<file path="config.mk">
export PLATFORM = sky130hd
export DESIGN_NAME = sar_readout
export DESIGN_NICKNAME = d
export VERILOG_FILES = /design/src/shared/sar_pkg.sv /design/src/verilog/sar_engine.sv /design/src/verilog/sar_readout.sv
export SDC_FILE = /design/constraint.sdc
export NUM_CORES = 1
export LEC_CHECK = 0
export BUFFER_PORTS_ARGS = -buffer_cell sky130_fd_sc_hd__buf_2
export CAP_MARGIN = 30
export CORE_ASPECT_RATIO = 0.8
export CORE_MARGIN = 10
export CORE_UTILIZATION = 45
export DETAILED_ROUTE_END_ITERATION = 8
export HOLD_SLACK_MARGIN = 0.08
export PLACE_DENSITY = 0.6
export SLEW_MARGIN = 20
export SYNTH_ARGS = -nofsm -noshare
export SYNTH_HDL_FRONTEND = slang
export SYNTH_SLANG_ARGS = --single-unit
</file>
<file path="constraint.sdc">
create_clock -name CLK_SYS -period 6.7 [get_ports CLK_SYS]
set_input_delay 1.34 -clock CLK_SYS [delete_from_list [all_inputs] [get_ports CLK_SYS]]
set_output_delay 1.34 -clock CLK_SYS [all_outputs]
set_load 0.02 [all_outputs]
</file>
<file path="src/shared/sar_pkg.sv">
`default_nettype none

package sar_pkg;

  // ==========================================================================
  // Sizes and counts
  localparam int         RES_BITS   = 12;
  localparam logic [3:0] CNT_RESET  = 4'h0;
  localparam logic [3:0] CONV_LAST  = 4'hb;
  localparam logic [3:0] LSBF_FIRST = 4'h1;
  localparam logic [3:0] LSBF_LAST  = 4'hb;

  // ==========================================================================
  // Pin levels
  localparam logic NULL_BIT  = 1'b0;
  localparam logic DOUT_REST = 1'b0;

  // ==========================================================================
  // Sequencer states
  typedef enum logic [5:0] {
    ST_IDLE  = 6'h01,
    ST_ARMED = 6'h02,
    ST_NULL  = 6'h04,
    ST_CONV  = 6'h08,
    ST_LSBF  = 6'h10,
    ST_DONE  = 6'h20
  } sar_state_t;

  // Front-end controls that travel together
  typedef struct packed {
    logic cap_to_pos;
    logic hold;
    logic dout;
    logic dout_oe;
  } sar_front_t;

  localparam sar_front_t FRONT_RESET = '{cap_to_pos: 1'b1, hold: 1'b0,
                                         dout: 1'b0, dout_oe: 1'b0};

endpackage

`default_nettype wire

</file>
<file path="src/verilog/sar_engine.sv">
`default_nettype none

module sar_engine #(
  parameter int WIDTH = sar_pkg::RES_BITS
) (
  // Clock and reset
  input  wire logic             clk,
  input  wire logic             rst_n,
  // Control
  input  wire logic             clr,
  input  wire logic             start,
  input  wire logic             step,
  input  wire logic             cmp_hi,
  // Results
  output logic      [WIDTH-1:0] trial,
  output logic      [WIDTH-1:0] result
);

  localparam int IW = $clog2(WIDTH);
  localparam logic [IW-1:0] TOP_IDX = IW'(WIDTH - 1);

  logic [WIDTH-1:0] trial_q, trial_d;
  logic [WIDTH-1:0] result_q, result_d;
  logic [IW-1:0]    idx_q, idx_d;

  function automatic logic [WIDTH-1:0] one_hot(input logic [IW-1:0] i);
    logic [WIDTH-1:0] v;
    v    = '0;
    v[i] = 1'b1;
    return v;
  endfunction

  // ==========================================================================
  // Successive approximation, one decision per step
  always_comb begin
    logic [WIDTH-1:0] r;
    r        = result_q;
    trial_d  = trial_q;
    result_d = result_q;
    idx_d    = idx_q;
    if (clr) begin
      trial_d  = '0;
      result_d = '0;
      idx_d    = TOP_IDX;
    end else if (start) begin
      trial_d  = one_hot(TOP_IDX);
      result_d = '0;
      idx_d    = TOP_IDX;
    end else if (step) begin
      r[idx_q] = cmp_hi;
      result_d = r;
      if (idx_q != '0) begin
        idx_d   = idx_q - 1'b1;
        trial_d = r | one_hot(idx_q - 1'b1);
      end else begin
        trial_d = r;
      end
    end
  end

  always_ff @(posedge clk or negedge rst_n) begin
    if (!rst_n) begin
      trial_q  <= '0;
      result_q <= '0;
      idx_q    <= TOP_IDX;
    end else begin
      trial_q  <= trial_d;
      result_q <= result_d;
      idx_q    <= idx_d;
    end
  end

  assign trial  = trial_q;
  assign result = result_q;

endmodule

`default_nettype wire

</file>
<file path="src/verilog/sar_readout.sv">
`default_nettype none

module sar_readout (
  // System clock and reset
  input  wire logic                          CLK_SYS,
  input  wire logic                          RSTN,
  // Host serial pins
  input  wire logic                          SEL_N,
  input  wire logic                          SCLK,
  output logic                               DOUT,
  output logic                               DOUT_OE,
  // Analog front end
  input  wire logic                          CMP_IN,
  output logic                               CAP_TO_POS,
  output logic                               HOLD,
  output logic [sar_pkg::RES_BITS-1:0]       DAC_CODE
);

  // ==========================================================================
  // Shift clock edge detection
  // Pins are synchronous to CLK_SYS, so one stage is enough for edges
  logic sclk_q;
  logic sclk_rise, sclk_fall;

  always_ff @(posedge CLK_SYS or negedge RSTN) begin
    if (!RSTN) begin
      sclk_q <= 1'b0;
    end else begin
      sclk_q <= SCLK;
    end
  end

  assign sclk_rise = SCLK & ~sclk_q;
  assign sclk_fall = ~SCLK & sclk_q;

  // ==========================================================================
  // Sequencer
  sar_pkg::sar_state_t          state_q, state_d;
  sar_pkg::sar_front_t          front_q, front_d;
  logic [3:0]                   cnt_q, cnt_d;
  logic                         eng_start, eng_step;
  logic [sar_pkg::RES_BITS-1:0] res;
  logic [sar_pkg::RES_BITS-1:0] trial;

  always_comb begin
    state_d   = state_q;
    front_d   = front_q;
    cnt_d     = cnt_q;
    eng_start = 1'b0;
    eng_step  = 1'b0;
    if (SEL_N) begin
      // Select high clears everything and keeps sampling
      state_d = sar_pkg::ST_IDLE;
      front_d = sar_pkg::FRONT_RESET;
      cnt_d   = sar_pkg::CNT_RESET;
    end else begin
      case (state_q)
        sar_pkg::ST_IDLE: begin
          state_d = sar_pkg::ST_ARMED;
        end
        sar_pkg::ST_ARMED: begin
          if (sclk_rise) begin
            front_d.dout_oe = 1'b1;
            front_d.dout    = sar_pkg::NULL_BIT;
            state_d         = sar_pkg::ST_NULL;
          end
        end
        sar_pkg::ST_NULL: begin
          if (sclk_fall) begin
            // Sampling ends here; the one switch to the negative input
            front_d.hold       = 1'b1;
            front_d.cap_to_pos = 1'b0;
            front_d.dout       = sar_pkg::NULL_BIT;
            eng_start          = 1'b1;
            cnt_d              = sar_pkg::CNT_RESET;
            state_d            = sar_pkg::ST_CONV;
          end
        end
        sar_pkg::ST_CONV: begin
          if (sclk_fall) begin
            // Each decided bit leaves at once, MSB first
            eng_step     = 1'b1;
            front_d.dout = CMP_IN;
            if (cnt_q == sar_pkg::CONV_LAST) begin
              cnt_d   = sar_pkg::LSBF_FIRST;
              state_d = sar_pkg::ST_LSBF;
            end else begin
              cnt_d = cnt_q + 4'h1;
            end
          end
        end
        sar_pkg::ST_LSBF: begin
          if (sclk_fall) begin
            front_d.dout = res[cnt_q];
            if (cnt_q == sar_pkg::LSBF_LAST) begin
              state_d = sar_pkg::ST_DONE;
            end else begin
              cnt_d = cnt_q + 4'h1;
            end
          end
        end
        sar_pkg::ST_DONE: begin
          if (sclk_fall) begin
            front_d.dout = sar_pkg::DOUT_REST;
          end
        end
        default: begin
          state_d = sar_pkg::ST_IDLE;
          front_d = sar_pkg::FRONT_RESET;
          cnt_d   = sar_pkg::CNT_RESET;
        end
      endcase
    end
  end

  always_ff @(posedge CLK_SYS or negedge RSTN) begin
    if (!RSTN) begin
      state_q <= sar_pkg::ST_IDLE;
      front_q <= sar_pkg::FRONT_RESET;
      cnt_q   <= sar_pkg::CNT_RESET;
    end else begin
      state_q <= state_d;
      front_q <= front_d;
      cnt_q   <= cnt_d;
    end
  end

  // ==========================================================================
  // Converter core: fixed unipolar straight binary, no channel choice
  sar_engine #(
    .WIDTH (sar_pkg::RES_BITS)
  ) u_engine (
    .clk    (CLK_SYS),
    .rst_n  (RSTN),
    .clr    (SEL_N),
    .start  (eng_start),
    .step   (eng_step),
    .cmp_hi (CMP_IN),
    .trial  (trial),
    .result (res)
  );

  assign DOUT       = front_q.dout;
  assign DOUT_OE    = front_q.dout_oe;
  assign CAP_TO_POS = front_q.cap_to_pos;
  assign HOLD       = front_q.hold;
  assign DAC_CODE   = trial;

endmodule

`default_nettype wire

</file>
After elaboration in Yosys (flattened, before gate mapping)
Index checks and enable logic that the tools add are counted.

cells by class
  $add $sub $neg = 2
  reductions and logical operators = 14
  magnitude comparators = 5
  mux-type cells = 47
  eq/ne operators = 20
  bitwise operators = 5

operators by type and width
  operator              number
  $mux W12              7
  $mux W4               11
  $mux W6               7
  $pmux W6 S6           1
  $ne A3 B3 Y1 const B  8
  $pmux W4 S4           1
  $lt A4 B5 Y1 const B  3
  $bwmux W12            1
  $or A12 B12 Y12       1
  $mux W1               11
  $reduce_or A5 Y1      2
  $demux W1 S4          2
  $ge A4 B1 Y1 const B  2
  $reduce_and A7 Y1     1
  $eq A6 B1 Y1 const B  1
  $eq A6 B2 Y1 const B  1
  $eq A6 B3 Y1 const B  1
  $eq A6 B4 Y1 const B  1
  $eq A6 B5 Y1 const B  1
  $eq A6 B6 Y1 const B  1
  $ne A2 B1 Y1 const B  3
  $pmux W1 S6           1
  $reduce_and A2 Y1     3
  $reduce_and A6 Y1     1
  16 further kinds      21

word-level totals
  register bits after elaboration = 43
  input port bits = 5
  word-level logic and storage cells = 103
  output and inout port bits = 16

Longest topological paths before layout
  depth after elaboration = 10
  depth in mapped cells = 8

Modules after synthesis
A second synthesis with hierarchy kept.

second synthesis, totals
  cells, all modules = 301
  area total of the unflattened synthesis = 2718.9 sq um

by module, submodules not included
  module       instances  cells an instance  area an instance (sq um)
  sar_engine   1          171                1626.6
  sar_readout  1          130                1092.3

Worst setup path after synthesis
No wires, ideal clock.

  path kind = input to register
  start point = input port SEL_N
  end point = register state_q[4]
  data arrival time = 2.562 ns
  cell stages on the path = 5
  slack = 4.013 ns
  data required time = 6.575 ns
  cells stage by stage = nor4_1 -> nand3b_1 -> o211a_1 -> nand3_1 -> mux2_2

between the ends
  cells in the longest elaborated chain, start to end = 2
  elaborated cells between the ends (all ways) = 9

ends and longest elaborated chain
  what                                                           RTL line            RTL
  start: declaration                                             sar_readout.sv:8    input wire logic SEL_N,
  $ne A3 B3 Y1 (no source line) or $ne A2 B2 Y1 (tied branches)  --
  $reduce_and A7 Y1 (no source line)                             --
  end signal: assignment                                         sar_readout.sv:118  state_q <= sar_pkg::ST_IDLE;
  end signal: assignment                                         sar_readout.sv:122  state_q <= state_d;
  end: declaration                                               sar_readout.sv:38   sar_pkg::sar_state_t state_q, state_d;

Parallel ways exist; a longest one is shown, timed or not.
A chain may end at the register's enable or synchronous reset.

Worst setup path after layout
  start point = input port SCLK
  end point = register u_engine.trial_q[10], in the netlist u_engine.trial[10]

between the ends
  cells in the longest elaborated chain, start to end = 7
  elaborated cells between the ends (all ways) = 10

ends and longest elaborated chain
  what                    RTL line                              RTL
  start: declaration      sar_readout.sv:9                      input wire logic SCLK,
  $not A1 Y1 (*)          sar_readout.sv:34                     assign sclk_fall = ~SCLK & sclk_q;
  $and A1 B1 Y1 (*)       sar_readout.sv:34
  $mux W1 (*)             sar_readout.sv:69, sar_readout.sv:80
  $mux W1                 sar_readout.sv:57                     case (state_q)
  $mux W1                 sar_readout.sv:51                     if (SEL_N) begin
  $mux W12                sar_engine.sv:45                      end else if (start) begin
  $mux W12                sar_engine.sv:41                      if (clr) begin
  end signal: assignment  sar_engine.sv:67                      trial_q <= trial_d;
  end: declaration        sar_engine.sv:22                      logic [WIDTH-1:0] trial_q, trial_d;

Mark *: on every way between the ends. The rest lies on a longest branch, timed or not.

==> impl_metrics.env <==
export IMPL_clkSlewWorstSetupHoldPaths_ps=80
export IMPL_dieArea_mm2=0.00925
export IMPL_pin_count=21
export IMPL_ys_flop_type="dfrtp_1"
export IMPL_place_hpwl_um=4740
export IMPL_dieWidth_um=105
export IMPL_relSlewSlack_pct=51.0
export IMPL_tightestPinTransition_ps=728
export IMPL_fin_worst_skew_ps=7.89
export IMPL_design_area_mm2=0.00286
export IMPL_hold_slack_ps=495
export IMPL_seq_power_share_pct=49.5
export IMPL_gp_congestion=0.893
export IMPL_hold_buffers=0
export IMPL_post_cts_resized=0
export IMPL_cts_sinks=43
export IMPL_synth_distinct_cells=55
export IMPL_nFillCells=535
export IMPL_wl_per_cell_um=16.9
export IMPL_required_ps=6930
export IMPL_seq_area_frac_synth_pct=41.6
export IMPL_synth_edff_count=0
export IMPL_initial_core_util_pct=47.1
export IMPL_finalSetupViolations=0
export IMPL_post_cts_buffers=0
export IMPL_totalWireLength_um=6290
export IMPL_fp_row_count=24
export IMPL_ys_ff_latch=43
export IMPL_peakVddDrop_mv=0.138
export IMPL_ant_nets=0
export IMPL_drive_gt1_share_pct=17.0
export IMPL_io_buffers=20
export IMPL_core_mm2=0.00553
export IMPL_track_usage_pct=14.0
export IMPL_place_ws_ps=3630
export IMPL_crit_fanout=14
export IMPL_synth_fp_nets=296
export IMPL_drc=0
export IMPL_place_area_mm2=0.00275
export IMPL_cts_buffers=5
export IMPL_grt_pass1_wl_um=10600
export IMPL_crit_arrival_ps=3020
export IMPL_die_height_um=88.0
export IMPL_root_buffer="clkbuf_8"
export IMPL_min_period_ps=2790
export IMPL_cellPowerDensity_mw_per_mm2=214
export IMPL_clock_power_share_pct=30.4
export IMPL_grt_pass1_vias=1967
export IMPL_p_comb_share_pct=20.1
export IMPL_cts_tree="done"
export IMPL_slew_viol_final=0
export IMPL_p_sw_share_pct=31.6
export IMPL_p_sw_uw=193
export IMPL_layout_commonest_cell="dfrtp_1"
export IMPL_critPathLaunchType="primary input"
export IMPL_netlist_area_mm2=0.00260
export IMPL_ys_warn_count=0
export IMPL_synth_cells=284
export IMPL_setup_tns_ps=0
export IMPL_syn_to_final_growth_pct=9.66
export IMPL_drt_pass1_iter_count=4
export IMPL_cp_end_kind="flip-flop"
export IMPL_clock_path_buffers=2
export IMPL_max_freq_ghz=0.358
export IMPL_leakagePower_nw=1.31
export IMPL_nets=305
export IMPL_cap_violations=0
export IMPL_avgSynthCellArea_um2=9.17
export IMPL_min_path_type="reg2reg"
export IMPL_status="finished, final reports clean"
export IMPL_worstSkewPairLatency_ps=300
export IMPL_n_antenna_cell=0
export IMPL_grt_max_degree=26
export IMPL_antenna_found_initial=0
export IMPL_grt_ovfl_total=0
export IMPL_finalPower_uw=611
export IMPL_intPower_uw=418
export IMPL_async_flop_share_pct=100
export IMPL_layout_common_cells="dfrtp_1 (38), nand2_1 (34), buf_2 (20)"
export IMPL_rsz0062_at_grt="false"
export IMPL_finalHoldViolCount=0
export IMPL_via_per_inst=5.77
export IMPL_fin_ws_ps=3910
export IMPL_num_vias=2145
export IMPL_worstSetupPathType="in2reg"
export IMPL_htreeDepth=2
export IMPL_timing_final_crit_share_pct=41.7
export IMPL_drt_iter0_drc=151
==> layer usage <==
metal  up-vias  global-route usage [%]  share of wire, %
li1       1049                       -                 -
met1      1043                    21.1                53
met2        48                    19.1                40
met3         5                    3.45               5.6
met4         0                    3.36              0.65
met5         -                       0                 0
==> cells in the mapped netlist (4+ instances only) <==
cell type  number  area share, %
a21o_1          9            2.6
a21oi_1        10            1.9
a221o_1         7            2.7
a22o_1          5            1.7
and2_1          6            1.4
clkbuf_1       18            2.6
dfrtp_1        38             37
dfstp_2         5            5.0
ha_1            7            3.4
inv_1           5           0.72
mux2_2          5            2.2
mux2i_1         5            1.9
nand2_1        34            4.9
nand2b_1        8            1.9
nand3_1        14            2.7
nor2_1         19            2.7
nor2b_1         7            1.7
nor3_1          7            1.3
nor4_1          4           0.96
o21ai_0        16            3.1
o22ai_1         4           0.96
xor2_1          5            1.7
==> cell families (layout without fill, tap and decap cells) <==
family / after synthesis / in the layout / synth area share [%]
adders and majority gates: 7 / 7 / 3.36
buffers and inverters: 25 / 35 / 3.94
muxes: 12 / 12 / 5.81
xor gates and xnor gates: 7 / 7 / 2.35
AOI/OAI and AO/OA: 75 / 75 / 20.5
and+or+nand+nor: 115 / 115 / 22.5
DFF: 43 / 43 / 41.6
==> flip-flops by register name, summed over array words and instances (netlist names) <==
register         cells
HOLD                 1
state_q              6
DOUT                 1
sclk_q               1
u_engine.trial      12
CAP_TO_POS           1
u_engine.idx_q       4
cnt_q                4
DOUT_OE              1
u_engine.result     12
==> worst max-delay path, cell delays in order <==
cell and delay [ps]:
buf_2 120, nand2b_1 280, or4_1 860, a21oi_1 280, a221o_1 140
==> area by class of cell <==
class	instances	area (um^2)	share of cell area [%]
Clock buffer	7	96.3	3.37
Clock inverter	1	7.51	0.263
Inverter	5	18.8	0.657
Multi-Input combinational cell	216	1430	49.9
Sequential cell	43	1080	37.9
Tap cell	78	97.6	3.42
Timing Repair Buffer	22	128	4.47
==> path summary, 6_finish.rpt <==
kind	startpoint	to	slack, ps	cells past startpoint
min reg2reg	u_engine.trial[9]$_DFFE_PN0P_	u_engine.trial[9]$_DFFE_PN0P_	500	2
max	SCLK	u_engine.trial[10]$_DFFE_PN0P_	3910	5
max in group asynchronous	RSTN	u_engine.trial[11]$_DFFE_PN0P_	5220	2
max reg2reg	u_engine.idx_q[0]$_DFFE_PN1P_	u_engine.trial[10]$_DFFE_PN0P_	4130	7
min in group asynchronous	RSTN	state_q[5]$_DFFE_PN0P_	990	1
min	u_engine.trial[9]$_DFFE_PN0P_	u_engine.trial[9]$_DFFE_PN0P_	500	2
==> through the flow <==
stage,instances,util (%)
after CTS,372,51.7
final,372,51.7
after floorplan,284,-
after global routing,372,51.7
after detailed placement,364,49.8
after global placement,363,49.4
==> power by group through the flow <==
| stage | combinational [mW] | sequential, mW | clock (mW) |
|---|---|---|---|
| 6_report | 0.123 | 0.302 | 0.185 |
| 5_1_grt | 0.137 | 0.307 | 0.201 |
| 4_1_cts | 0.123 | 0.302 | 0.190 |
| 3_5_place_dp | 0.123 | 0.307 | 0 |
| 3_3_place_gp | 0.119 | 0.307 | 0 |
| 2_1_floorplan | 0.0907 | 0.300 | 0 |
Note: power is estimated with default switching activity, not from simulation.
